### src/rtl/vbi_pkg.sv
package vbi_pkg;

  // ==========================================================
  // clock and timing
  // ==========================================================
  localparam int CLK_HZ = 125_000_000;
  localparam int US_CYC = CLK_HZ / 1_000_000;
  localparam int TW = 12;
  localparam int PW = 11;
  // minimum interrupt intervals, microseconds at the base bit rate
  localparam int T1_MST_US = 93;
  localparam int T1_SLV_US = 96;
  localparam int T2_MST_US = 1282;
  localparam int T2_SLV_US = 1192;
  localparam int T3_US = 15;
  localparam int T4_US = 1012;
  localparam int T5_US = 375;
  localparam int T4_STX_US = 225;
  localparam int T6_US = 15;
  localparam int T7_US = 787;
  localparam int FRAME_BYTES = 32;
  localparam int CW = 6;

  // ==========================================================
  // register map
  // ==========================================================
  localparam logic [7:0] ADDR_CTRL = 8'h00;
  localparam logic [7:0] ADDR_DATA = 8'h04;
  localparam logic [7:0] ADDR_STAT = 8'h08;
  localparam logic [7:0] ADDR_IEN = 8'h0c;
  localparam logic [7:0] ADDR_ICLR = 8'h10;
  localparam logic [7:0] ADDR_FRAME = 8'h14;

  // status bit positions
  localparam int NSTAT = 10;
  localparam int S_CS = 0;
  localparam int S_SR = 1;
  localparam int S_EC = 2;
  localparam int S_EF = 3;
  localparam int S_TE = 4;
  localparam int S_PE = 5;
  localparam int S_AE = 6;
  localparam int S_UR = 7;
  localparam int S_OR = 8;
  localparam int S_DT = 9;

  // deferred event slots
  localparam int NPEND = 5;
  localparam int P_CS = 0;
  localparam int P_SR = 1;
  localparam int P_EC = 2;
  localparam int P_TE = 3;
  localparam int P_DT = 4;

  typedef struct packed {
    logic [1:0] scale;
    logic tx_mode;
    logic master;
    logic enable;
  } vbi_ctrl_t;

  localparam int CTRL_W = 5;
  localparam vbi_ctrl_t CTRL_RST = 5'h00;

  // events from the bus protocol engine, one-cycle pulses
  typedef struct packed {
    logic comm_start;
    logic cs_point;
    logic status_req;
    logic end_comm;
    logic err_timing;
    logic err_parity;
    logic err_ack;
    logic rx_valid;
    logic tx_take;
  } vbi_lk_ev_t;

  // answers to the bus protocol engine
  typedef struct packed {
    logic nack;
    logic abort;
    logic tx_valid;
  } vbi_lk_ctl_t;

endpackage

### src/rtl/vbi_ctrl.sv
// Our own choices: the APB slave port and the address map.
`timescale 1ns/1ps
module vbi_ctrl (
  // clock and reset
  input wire logic pclk,
  input wire logic presetn,
  // apb slave
  input wire logic [7:0] paddr,
  input wire logic psel,
  input wire logic penable,
  input wire logic pwrite,
  input wire logic [31:0] pwdata,
  output logic pready,
  output logic [31:0] prdata,
  output logic pslverr,
  // bus protocol engine
  input wire vbi_pkg::vbi_lk_ev_t lk_ev,
  input wire logic [7:0] lk_rx_data,
  output vbi_pkg::vbi_lk_ctl_t lk_ctl,
  output logic [7:0] lk_tx_data,
  // interrupts
  output logic data_transfer_interrupt,
  output logic bus_control_interrupt
);

  // ==========================================================
  // apb decode
  // ==========================================================
  logic wr_en;
  logic rd_setup;
  logic rd_acc;
  logic hit_ctrl;
  logic hit_data;
  logic hit_stat;
  logic hit_ien;
  logic hit_iclr;
  logic hit_frame;
  logic mapped;

  assign hit_ctrl = paddr == vbi_pkg::ADDR_CTRL;
  assign hit_data = paddr == vbi_pkg::ADDR_DATA;
  assign hit_stat = paddr == vbi_pkg::ADDR_STAT;
  assign hit_ien = paddr == vbi_pkg::ADDR_IEN;
  assign hit_iclr = paddr == vbi_pkg::ADDR_ICLR;
  assign hit_frame = paddr == vbi_pkg::ADDR_FRAME;
  assign mapped = hit_ctrl | hit_data | hit_stat | hit_ien | hit_iclr | hit_frame;
  assign wr_en = psel & penable & pwrite & mapped;
  assign rd_setup = psel & ~penable & ~pwrite;
  assign rd_acc = psel & penable & ~pwrite;
  assign pready = 1'b1;
  assign pslverr = psel & penable & ~mapped;

  // ==========================================================
  // state
  // ==========================================================
  vbi_pkg::vbi_ctrl_t ctrl_r;
  logic [vbi_pkg::NSTAT-1:0] stat_r;
  logic [vbi_pkg::NSTAT-1:0] ien_r;
  logic [vbi_pkg::NPEND-1:0] pend_r;
  logic [vbi_pkg::PW-1:0] pre_r;
  logic [vbi_pkg::CW-1:0] cnt_r;
  logic [7:0] rx_r;
  logic [7:0] tx_r;
  logic rx_full_r;
  logic tx_full_r;
  logic frame_on_r;
  logic cs_seen_r;
  logic sr_seen_r;
  logic dt_first_r;
  logic dt_req_r;
  logic nack_r;
  logic abort_r;
  logic [31:0] prdata_r;

  // ==========================================================
  // microsecond tick, stretched for slower modes
  // ==========================================================
  logic [vbi_pkg::PW-1:0] pre_lim;
  logic tick;

  assign pre_lim = vbi_pkg::PW'(vbi_pkg::US_CYC) << ctrl_r.scale;
  assign tick = pre_r == pre_lim - 1'b1;

  always_ff @(posedge pclk or negedge presetn)
  begin
    if (!presetn)
      pre_r <= '0;
    else
      pre_r <= (tick || lk_ev.comm_start) ? '0 : pre_r + 1'b1;
  end

  // ==========================================================
  // interval timers
  // ==========================================================
  logic [vbi_pkg::TW-1:0] t_st;
  logic [vbi_pkg::TW-1:0] t_cs;
  logic [vbi_pkg::TW-1:0] t_sr;
  logic [vbi_pkg::TW-1:0] t_dt;
  logic [vbi_pkg::NPEND-1:0] rel;

  vbi_ustimer #(.W(vbi_pkg::TW)) u_t_start (
    .pclk(pclk), .presetn(presetn), .clear(lk_ev.comm_start), .tick(tick), .count(t_st)
  );
  vbi_ustimer #(.W(vbi_pkg::TW)) u_t_csint (
    .pclk(pclk), .presetn(presetn), .clear(rel[vbi_pkg::P_CS]), .tick(tick), .count(t_cs)
  );
  vbi_ustimer #(.W(vbi_pkg::TW)) u_t_streq (
    .pclk(pclk), .presetn(presetn), .clear(rel[vbi_pkg::P_SR]), .tick(tick), .count(t_sr)
  );
  vbi_ustimer #(.W(vbi_pkg::TW)) u_t_data (
    .pclk(pclk), .presetn(presetn), .clear(rel[vbi_pkg::P_DT]), .tick(tick), .count(t_dt)
  );

  // ==========================================================
  // release gates
  // ==========================================================
  logic slave_tx;
  logic g_te;
  logic g_cs;
  logic g_sr;
  logic g_ec;
  logic g_dt;
  logic [vbi_pkg::TW-1:0] t1_min;
  logic [vbi_pkg::TW-1:0] t2_min;

  assign slave_tx = ~ctrl_r.master & ctrl_r.tx_mode;
  assign t1_min = ctrl_r.master ? vbi_pkg::TW'(vbi_pkg::T1_MST_US)
                                : vbi_pkg::TW'(vbi_pkg::T1_SLV_US);
  assign t2_min = ctrl_r.master ? vbi_pkg::TW'(vbi_pkg::T2_MST_US)
                                : vbi_pkg::TW'(vbi_pkg::T2_SLV_US);
  assign g_te = sr_seen_r ? t_sr >= vbi_pkg::TW'(vbi_pkg::T6_US)
              : cs_seen_r ? t_cs >= vbi_pkg::TW'(vbi_pkg::T3_US)
              : t_st >= t1_min;
  assign g_cs = t_st >= t2_min;
  assign g_sr = cs_seen_r & (t_cs >= vbi_pkg::TW'(vbi_pkg::T4_STX_US));
  assign g_ec = cs_seen_r & (slave_tx ? sr_seen_r & (t_sr >= vbi_pkg::TW'(vbi_pkg::T7_US))
                                      : t_cs >= vbi_pkg::TW'(vbi_pkg::T4_US));
  assign g_dt = dt_first_r | (t_dt >= vbi_pkg::TW'(vbi_pkg::T5_US));

  // early events wait in pend_r until their minimum interval has passed
  assign rel = pend_r & {g_dt, g_te, g_ec, g_sr, g_cs} & {vbi_pkg::NPEND{frame_on_r}};

  // ==========================================================
  // data path
  // ==========================================================
  logic rx_acc;
  logic rx_rej;
  logic tx_ok;
  logic underrun;
  logic byte_inc;
  logic frame_end;
  logic err;
  logic kill;
  logic start;
  logic data_rd;
  logic data_wr;
  logic [vbi_pkg::NPEND-1:0] pset;

  assign start = lk_ev.comm_start & ctrl_r.enable;
  assign rx_acc = frame_on_r & lk_ev.rx_valid & ~rx_full_r;
  assign rx_rej = frame_on_r & lk_ev.rx_valid & rx_full_r;
  assign tx_ok = frame_on_r & lk_ev.tx_take & tx_full_r;
  assign underrun = frame_on_r & slave_tx & lk_ev.tx_take & ~tx_full_r;
  assign byte_inc = rx_acc | tx_ok;
  assign frame_end = byte_inc & (cnt_r == vbi_pkg::CW'(vbi_pkg::FRAME_BYTES - 1));
  assign err = rel[vbi_pkg::P_TE] | underrun
             | (frame_on_r & (lk_ev.err_parity | lk_ev.err_ack));
  assign kill = err | start | ~ctrl_r.enable;
  assign data_rd = rd_acc & hit_data;
  assign data_wr = wr_en & hit_data;
  // a rejected byte raises only the overrun status and a nack, no data request; its repeat is taken as a fresh arrival
  assign pset = {rx_acc | tx_ok, lk_ev.err_timing, lk_ev.end_comm,
                 lk_ev.status_req & slave_tx, lk_ev.cs_point} & {vbi_pkg::NPEND{frame_on_r}};

  always_ff @(posedge pclk or negedge presetn)
  begin
    if (!presetn)
      pend_r <= '0;
    else
      pend_r <= kill ? '0 : (pend_r | pset) & ~rel;
  end

  always_ff @(posedge pclk or negedge presetn)
  begin
    if (!presetn)
      frame_on_r <= 1'b0;
    else if (start)
      frame_on_r <= 1'b1;
    else if (err || rel[vbi_pkg::P_EC] || !ctrl_r.enable)
      frame_on_r <= 1'b0;
  end

  always_ff @(posedge pclk or negedge presetn)
  begin
    if (!presetn)
    begin
      cs_seen_r <= 1'b0;
      sr_seen_r <= 1'b0;
      dt_first_r <= 1'b0;
    end
    else
    begin
      cs_seen_r <= ~start & (cs_seen_r | rel[vbi_pkg::P_CS]);
      sr_seen_r <= ~start & (sr_seen_r | rel[vbi_pkg::P_SR]);
      dt_first_r <= start | (dt_first_r & ~rel[vbi_pkg::P_DT]);
    end
  end

  always_ff @(posedge pclk or negedge presetn)
  begin
    if (!presetn)
      cnt_r <= '0;
    else if (start || frame_end)
      cnt_r <= '0;
    else if (byte_inc)
      cnt_r <= cnt_r + 1'b1;
  end

  always_ff @(posedge pclk or negedge presetn)
  begin
    if (!presetn)
    begin
      rx_r <= 8'h00;
      rx_full_r <= 1'b0;
    end
    else
    begin
      if (rx_acc)
        rx_r <= lk_rx_data;
      rx_full_r <= rx_acc | (rx_full_r & ~data_rd & ~start);
    end
  end

  // a cpu write in the cycle the engine takes the byte still counts
  always_ff @(posedge pclk or negedge presetn)
  begin
    if (!presetn)
    begin
      tx_r <= 8'h00;
      tx_full_r <= 1'b0;
    end
    else
    begin
      if (data_wr)
        tx_r <= pwdata[7:0];
      tx_full_r <= data_wr | (tx_full_r & ~tx_ok);
    end
  end

  always_ff @(posedge pclk or negedge presetn)
  begin
    if (!presetn)
    begin
      nack_r <= 1'b0;
      abort_r <= 1'b0;
      dt_req_r <= 1'b0;
    end
    else
    begin
      nack_r <= rx_rej;
      abort_r <= err;
      dt_req_r <= rel[vbi_pkg::P_DT] | (dt_req_r & ~data_rd & ~data_wr & ~kill);
    end
  end

  // ==========================================================
  // interrupt status, enable, clear
  // ==========================================================
  logic [vbi_pkg::NSTAT-1:0] sset;
  logic [vbi_pkg::NSTAT-1:0] sclr;

  assign sset[vbi_pkg::S_CS] = rel[vbi_pkg::P_CS];
  assign sset[vbi_pkg::S_SR] = rel[vbi_pkg::P_SR];
  assign sset[vbi_pkg::S_EC] = rel[vbi_pkg::P_EC];
  assign sset[vbi_pkg::S_EF] = frame_end;
  assign sset[vbi_pkg::S_TE] = rel[vbi_pkg::P_TE];
  assign sset[vbi_pkg::S_PE] = frame_on_r & lk_ev.err_parity;
  assign sset[vbi_pkg::S_AE] = frame_on_r & lk_ev.err_ack;
  assign sset[vbi_pkg::S_UR] = underrun;
  assign sset[vbi_pkg::S_OR] = rx_rej;
  assign sset[vbi_pkg::S_DT] = rel[vbi_pkg::P_DT];
  assign sclr = (wr_en & hit_iclr) ? pwdata[vbi_pkg::NSTAT-1:0] : '0;

  always_ff @(posedge pclk or negedge presetn)
  begin
    if (!presetn)
    begin
      stat_r <= '0;
      ien_r <= '0;
      ctrl_r <= vbi_pkg::CTRL_RST;
    end
    else
    begin
      stat_r <= (stat_r & ~sclr) | sset;
      if (wr_en && hit_ien)
        ien_r <= pwdata[vbi_pkg::NSTAT-1:0];
      if (wr_en && hit_ctrl)
        ctrl_r <= pwdata[vbi_pkg::CTRL_W-1:0];
    end
  end

  assign bus_control_interrupt = |(stat_r & ien_r);
  assign data_transfer_interrupt = dt_req_r;

  // ==========================================================
  // read data, captured in the setup cycle
  // ==========================================================
  logic [31:0] rd_word;

  assign rd_word = hit_ctrl ? 32'(ctrl_r)
                 : hit_data ? {24'h000000, rx_r}
                 : hit_stat ? 32'(stat_r)
                 : hit_ien ? 32'(ien_r)
                 : hit_frame ? {23'h000000, frame_on_r, tx_full_r, rx_full_r, cnt_r}
                 : 32'h00000000;

  always_ff @(posedge pclk or negedge presetn)
  begin
    if (!presetn)
      prdata_r <= 32'h00000000;
    else if (rd_setup)
      prdata_r <= rd_word;
  end

  assign prdata = prdata_r;
  assign lk_ctl = '{nack: nack_r, abort: abort_r, tx_valid: tx_full_r};
  assign lk_tx_data = tx_r;

endmodule // vbi_ctrl

### src/rtl/vbi_ustimer.sv
`timescale 1ns/1ps
module vbi_ustimer #(
  parameter int W = 12
) (
  // clock and reset
  input wire logic pclk,
  input wire logic presetn,
  // control
  input wire logic clear,
  input wire logic tick,
  // elapsed microseconds, saturating
  output logic [W-1:0] count
);

  logic [W-1:0] count_r;
  logic [W-1:0] count_nxt;

  // saturate so a long idle never wraps into a false short interval
  assign count_nxt = clear ? '0 : (tick && count_r != '1) ? count_r + 1'b1 : count_r;
  assign count = count_r;

  always_ff @(posedge pclk or negedge presetn)
  begin
    if (!presetn)
      count_r <= '0;
    else
      count_r <= count_nxt;
  end

endmodule // vbi_ustimer

### config.mk
export PLATFORM = sky130hd
export DESIGN_NAME = vbi_ctrl
export DESIGN_NICKNAME = d
export VERILOG_FILES = /design/src/rtl/vbi_pkg.sv /design/src/rtl/vbi_ctrl.sv /design/src/rtl/vbi_ustimer.sv
export SDC_FILE = /design/constraint.sdc
export NUM_CORES = 1
export LEC_CHECK = 0
export ABC_AREA = 0
export ABC_CLOCK_PERIOD_IN_PS = 3200
export BUFFER_PORTS_ARGS = -buffer_cell sky130_fd_sc_hd__buf_2
export CORE_AREA = 2 2 115 117
export DETAILED_ROUTE_END_ITERATION = 8
export DIE_AREA = 0 0 117 119
export HOLD_SLACK_MARGIN = 0.02
export PLACE_DENSITY = 0.8
export SLEW_MARGIN = 20
export SYNTH_ARGS = -nofsm -noshare
export SYNTH_HDL_FRONTEND = slang
export SYNTH_SLANG_ARGS = --single-unit
export TNS_END_PERCENT = 1
### constraint.sdc
create_clock -name pclk -period 3.2 [get_ports pclk]
set_clock_uncertainty 0.15 [all_clocks]
set_input_delay 0.16 -clock pclk [delete_from_list [all_inputs] [get_ports pclk]]
set_output_delay 0.16 -clock pclk [all_outputs]
set_load 0.01 [all_outputs]
==> key figures, run 1 <==
Outcome
  – Status: finished, final reports clean

Critical path
  – Levels on crit path: 7
  – Worst EP required: 3.35 ns
  – R2R cell count: 7
  – Worst Path Max Fanout: 11
  – Critical Setup Path Class: flop to flop
  – Critical path arrival: 3.11 ns
  – R2r startpoint: ctrl_r[4]
  – Worst setup SP type: flop
  – Crit. Startpoint: ctrl_r[4]
  – Worst reg2reg setup slack: 0.25 ns
  – Crit-path slowest cell: a2111o_1
  – Delay of the slowest critical-path stage: approximately 0.57 ns
  – WP buf/inv: 1
  – Family with the most delay on the worst path: compound AO/OA/AOI/OAI gates
  – Cell Chain, Critical Path: inv_1, ha_1, xor2_1, o2111ai_1, a2111o_1, nor4_1, mux2_2
  – CP Capture Type: flop

Die
  – Die Wd: 117 um
  – CORE AREA: 12900 um^2
  – Row Count: 42
  – I/O pin cnt: roughly 110
  – Die ar.: 13900 um^2
  – Starting density of the core: between 50% and 60%
  – Die height: 119 um

Layout
  – Fin area: 8570 um^2
  – P&R area growth vs syn: 17.9%
  – Diodes inserted: 0
  – Layout Nets: 926
  – Fill count: roughly 980
  – Layout cells sized above 1: 17.3%

Yosys
  – Syn Inst Count: around 740
  – Mapped Avg Cell Area: 9.77 um^2
  – Synth top area share: 44.7%
  – Register area share after synthesis: ~45%
  – Synth Flop Type: dfrtp_1
  – Commonest cells post-synth: dfrtp_1 (130), nand2_1 (63), a21oi_1 (51)
  – EDFF count, synth: 0
  – Synthesis Warnings: 0
  – Synthesized area: roughly 7300 um^2
  – Cells taking the most area after synthesis: dfrtp_1 (45%), mux2_2 (4.6%), ha_1 (3.8%), a21oi_1 (3.5%), nand2_1 (3.3%)
  – Yosys top cell by area: dfrtp_1
  – Post-synthesis register bit count: 130
  – Count leader, synth: dfrtp_1
  – Netlist cell types: slightly above 70
  – Async S/R FF share, synth: 100%

Detailed routing
  – Initial drt markers: 662
  – Drt first pass iters: 5
  – DRT antenna net count: 0
  – Final WL: 18400 um
  – Post-DR wirelength/cell: 17.9 um
  – DRC Markers: 0
  – DR vias: 6433
  – Via density: 6.25

Clocking
  – CTS resizes: 0
  – Post-CTS setup buffers: 0
  – Root buf cell: clkbuf_16
  – H-tree depth: 4
  – Clk slew on worst S/H paths: 0.06 ns
  – Clock sink count: 130
  – Cts-stage hold buffer count: 32
  – CTS tree: done
  – Num CTS Buffers: 17
  – Clock Path Buffers: 2
  – Clock Latency Late Sink: 0.42 ns

Global routing
  – Pin count of the biggest net entering global routing: 91
  – Overflow after GRT: 0
  – Global-route wire length before repair: around 30000 um
  – Vias in the first global route: ~6300
  – Total track usage: 28.0%
  – Initial antenna violation count: 0

Place
  – RD Place Congestion: between 0.9 and 1
  – Pre-CTS WS: 0.375 ns
  – Placement Cell Area: approximately 7700 um^2
  – Port bufs: 63
  – HPWL Detailed: 12800 um

STA
  – Worst Tran Pin Value: 0.733 ns
  – Fin crit period: 2.95 ns
  – # setup viols final: 0
  – Total negative slack: 0 ns
  – Final Max Slew Viols: 0
  – Peak Freq: between 0.3 and 0.4 GHz
  – Period utilization: 92.3%
  – Slew headroom: around half
  – Unrepaired setup endpoints after global routing: false
  – Post-route setup slack: 0.246 ns
  – Fin. Hold Viols: 0
  – Hold WS: slightly below 0.07 ns

Min path
  – Hold crit path type: primary input to flop
  – Hold Crit Start: psel
  – Hold path depth: 4

Power
  – PnR Total Power: 3.72 mW
  – Power Dens Cells: 434 nW/um^2
  – Peak VDD IR: 385 uV
  – Leakage power: 3.93 nW

Flow run
  – Max_cap viols: 0
-- registers in the layout, summed over array words and instances (netlist names), 6 cells and up --
register	count
lk_tx_data	8
u_t_data.count	12
u_t_csint.count	12
rx_r	8
stat_r	10
pre_r	11
ien_r	10
cnt_r	6
u_t_start.count	12
u_t_streq.count	12
prdata	10
-- metrics by stage --
step / util (%) / instances
2_1_floorplan: - / 765
6_report: 66.6 / 1030
5_1_grt: 66.6 / 1030
4_1_cts: 66.6 / 1030
3_5_place_dp: 59.8 / 967
3_3_place_gp: 59.8 / 967
-- where the power goes --
group          total [mW]  leakage [nW]  internal, mW  switching (mW)
clock                1.83         0.268          1.13           0.699
sequential           1.68          1.78          1.66          0.0216
combinational       0.210          1.89        0.0816           0.129
total                3.72          3.93          2.87           0.849
-- area by class of cell --
| class | instances | area, um^2 | share of cell area [%] |
|---|---|---|---|
| Multi-Input combinational cell | 557 | 3690 | 43.0 |
| Sequential cell | 130 | 3250 | 37.9 |
| Timing Repair Buffer | 110 | 763 | 8.90 |
| Clock buffer | 19 | 433 | 5.05 |
| Tap cell | 176 | 220 | 2.57 |
| Clock inverter | 12 | 118 | 1.37 |
| Inverter | 26 | 97.6 | 1.14 |
-- per-layer routing --
layer,GRT usage (%),part of all wire [%]
met1,36.4,40
met2,43.8,48
met5,0,0
met3,6.77,8.0
met4,13.3,3.8
-- worst paths after layout --
kind | endpoint
hold reg to reg | prdata[0]
setup reg to reg | u_t_start.count[7]
max in group asynchronous | pre_r[1]
setup / recovery | u_t_start.count[7]
min in group asynchronous | u_t_data.count[1]
hold / removal | rx_full_r
-- cell families after synthesis --
logic type,count (synthesis),share of synthesized area [%]
DFF,130,44.7
other,2,0.103
xor gates and xnor gates,22,2.65
adders and majority gates,22,3.79
and+or+nand+nor,275,20.8
AOI/OAI and AO/OA,177,16.6
muxes,38,5.75
buffers and inverters,78,5.61
-- worst min-delay path: stages --
cell and delay [ns]:
buf_2 0.11, nand2_1 0.11, o311ai_0 0.15, nand2_1 0.08
-- cells in the final DEF, fill, tap and decap left out, types with 18 or more instances in the layout --
cell	netlist	layout
dlygate4sd3_1	0	32
dfrtp_1	130	130
mux2_2	30	30
o31ai_1	19	19
nor2_1	45	45
buf_2	2	62
nand2_1	63	63
ha_1	22	22
o21ai_0	29	29
nand3_1	27	27
inv_1	25	25
a21oi_1	51	51
or4_1	18	18
conb_1	2	23
nor4_1	20	20
Power figures use the tool's default switching activity.
==> run 2: changes to the inputs <==
--- a/config.mk
+++ b/config.mk
@@ -6,13 +6,14 @@
 export NUM_CORES = 1
 export LEC_CHECK = 0
 export ABC_AREA = 0
-export ABC_CLOCK_PERIOD_IN_PS = 3200
+export ABC_CLOCK_PERIOD_IN_PS = 2400
 export BUFFER_PORTS_ARGS = -buffer_cell sky130_fd_sc_hd__buf_2
-export CORE_AREA = 2 2 115 117
+export CORE_AREA = 2 2 120 122
+export CTS_BUF_LIST = sky130_fd_sc_hd__clkbuf_4
 export DETAILED_ROUTE_END_ITERATION = 8
-export DIE_AREA = 0 0 117 119
+export DIE_AREA = 0 0 122 124
 export HOLD_SLACK_MARGIN = 0.02
-export PLACE_DENSITY = 0.8
+export PLACE_DENSITY = 0.78
 export SLEW_MARGIN = 20
 export SYNTH_ARGS = -nofsm -noshare
 export SYNTH_HDL_FRONTEND = slang
==> constraint.sdc (replaced) <==
create_clock -name pclk -period 2.4 [get_ports pclk]
set_clock_uncertainty 0.15 [all_clocks]
set_input_delay 0.12 -clock pclk [delete_from_list [all_inputs] [get_ports pclk]]
set_output_delay 0.12 -clock pclk [all_outputs]
set_load 0.01 [all_outputs]
==> run 2 against run 1 <==
Compared with the run above:
- the flow now finishes with violations (negative setup slack)
- die area increased by 8.7%
- total power increased by 2.0%
- non-clock buffer count increased by 41
- utilization decreased by 2.1 points
- final cell count increased by 4.6%
- global-route usage decreased by 2.2 points
- register-to-register slack got worse by 0.30 ns
- critical path depth increased by 2
- via count decreased by 0.30%
- routed wire length increased by 1.0%
- critical path type unchanged
- critical endpoint is now u_t_streq.count[8]
==> key figures, run 2 (same netlist as run 1, synthesis figures left out) <==
Critical path
  – Cell Chain, Critical Path: inv_1, ha_4, xor2_2, o2111a_2, nand3_2, buf_4, bufbuf_16, o31ai_2, a21oi_2
  – Delay of the slowest critical-path stage: roughly 0.45 ns
  – Worst Path Max Fanout: 14
  – Critical Setup Path Class: flop to flop
  – CP Capture Type: flop
  – Worst EP required: about 2.7 ns
  – Crit-path slowest cell: dfrtp_1
  – Critical path arrival: 2.74 ns
  – Worst setup SP type: flop

STA
  – Final Max Slew Viols: 0
  – Hold WS: 0.0481 ns
  – Post-route setup slack: -0.0518 ns
  – Unrepaired setup endpoints after global routing: true
  – Peak Freq: 0.408 GHz
  – Fin crit period: around 2.5 ns
  – # setup viols final: 16
  – Period utilization: 102%
  – Total negative slack: -0.448 ns
  – Fin. Hold Viols: 0
  – Slew headroom: 54.4%
  – Worst Tran Pin Value: 0.684 ns

Layout
  – Fill count: 1079
  – Commonest non-fill, non-tap cell in the layout: dfrtp_1
  – Layout cells sized above 1: 24.6%
  – Most frequent cells in the layout: dfrtp_1 (129), nand2_1 (62), buf_2 (62)
  – Register area: 3250 um^2
  – P&R area growth vs syn: 21.7%
  – Fin area: 8850 um^2
  – Area of the multi-input gates: a little under 4000 um^2
  – Finished Layout Cells: 1077
  – Layout Nets: 967

Power
  – Peak VDD IR: 251 uV
  – Seq pwr share: 58.9%
  – Power Dens Cells: 429 nW/um^2
  – PnR Total Power: 3.80 mW
  – Sw Ratio: 26.9%
  – Net Sw Power: 1.02 mW
  – Leakage power: 4.03 nW
  – Pint: 2.78 mW
  – Comb power frac: 8.0%
  – Clock power share: 33.1%

Clocking
  – Num CTS Buffers: 17
  – Clock Path Buffers: 2
  – Root buf cell: clkbuf_4
  – Clock Latency Late Sink: 0.56 ns
  – CTS tree: done
  – H-tree depth: 4
  – Clk slew on worst S/H paths: 0.12 ns
  – Clock sink count: 130

Global routing
  – Pin count of the biggest net entering global routing: 131
  – Vias in the first global route: 6247
  – Global-route wire length before repair: ~31000 um
  – Overflow after GRT: 0
  – Total track usage: 25.8%
  – Initial antenna violation count: 1

Die
  – CORE AREA: 13700 um^2
  – Die height: 124 um
  – Row Count: 43
  – I/O pin cnt: 109
  – Die Wd: 122 um
  – Die ar.: between 15000 and 20000 um^2
  – Starting density of the core: between 50% and 60%

Detailed routing
  – Post-DR wirelength/cell: 17.3 um
  – DRC Markers: 0
  – Final WL: about 19000 um
  – DR vias: 6414
  – Drt first pass iters: 5
  – Initial drt markers: 580
  – Via density: just under 6
  – DRT antenna net count: 0

Flow run
  – Max_cap viols: 0

Outcome
  – Failing checks: negative setup slack
  – Status: finished with violations

Place
  – Dpl cells: 1004
  – HPWL Detailed: 12700 um
  – Port bufs: 63
  – Placement Cell Area: 7990 um^2
  – RD Place Congestion: 0.925

Min path
  – Hold crit path type: primary input to asynchronous set/reset pin
-- run 2: worst max-delay path: cells and delay by family, from the launching register on --
family	cells	cell delay [ns]
adders and majority gates	1	0.28
AOI/OAI and AO/OA	3	0.61
DFF	1	0.45
buffers and inverters	3	0.56
and+or+nand+nor	1	0.13
xor gates and xnor gates	1	0.17
-- run 2: worst paths after layout --
check	cells after the start	from	endpoint	slack (ns)
worst max-delay path	9	ctrl_r[4]	u_t_streq.count[8]	-0.05
worst min-delay path	3	presetn	prdata[9]	0.05
worst max register to register	9	ctrl_r[4]	u_t_streq.count[8]	-0.05
worst min register to register	2	prdata[0]	prdata[0]	0.33
max in group asynchronous	3	presetn	ctrl_r[1]	1.51
min in group pclk	4	paddr[3]	prdata[9]	0.08
-- run 2: timing repair --
item | CTS | global route
pin swaps | 7 | 5
cloned | 1 | 0
setup buffers | 1 | 0
hold buffers | 38 | 0
resized for setup | 9 | 34
hold endpoints to repair | 203 | 0
endpoints found under the setup margin | 17 | 66
-- run 2: cell type report --
| class | instances | share of cell area, % |
|---|---|---|
| tap | 180 | 2.55 |
| timing repair buffer | 151 | 13.1 |
| inverter | 26 | 1.10 |
| clock buffer | 21 | 1.78 |
| multi-input combinational | 557 | 43.9 |
| clock inverter | 11 | 0.749 |
| sequential | 130 | 36.8 |
| antenna | 1 | 0.0283 |
-- run 2: power by group through the flow --
| stage | Combinational, mW | Clock [mW] | Sequential, mW |
|---|---|---|---|
| 6_report | 0.304 | 1.26 | 2.23 |
| 5_1_grt | 0.336 | 1.37 | 2.24 |
| 4_1_cts | 0.297 | 1.28 | 2.23 |
| 3_5_place_dp | 0.252 | 0 | 2.28 |
| 3_3_place_gp | 0.247 | 0 | 2.27 |
| 2_1_floorplan | 0.145 | 0 | 2.27 |
-- run 2: per-stage QoR --
step	worst slack (ns)	utilization [%]
2_1_floorplan	0.0236	-
3_3_place_gp	0.0137	58.3
3_5_place_dp	-0.0669	58.3
4_1_cts	-0.0595	63.2
5_1_grt	-0.157	64.5
6_report	-0.0518	64.5
-- run 2: per-layer routing --
layer  routed length [um]  track usage, %
met5                    0               0
met1                 8240            34.0
met2                 8740            41.4
met4                  529            11.6
met3                 1130            5.13
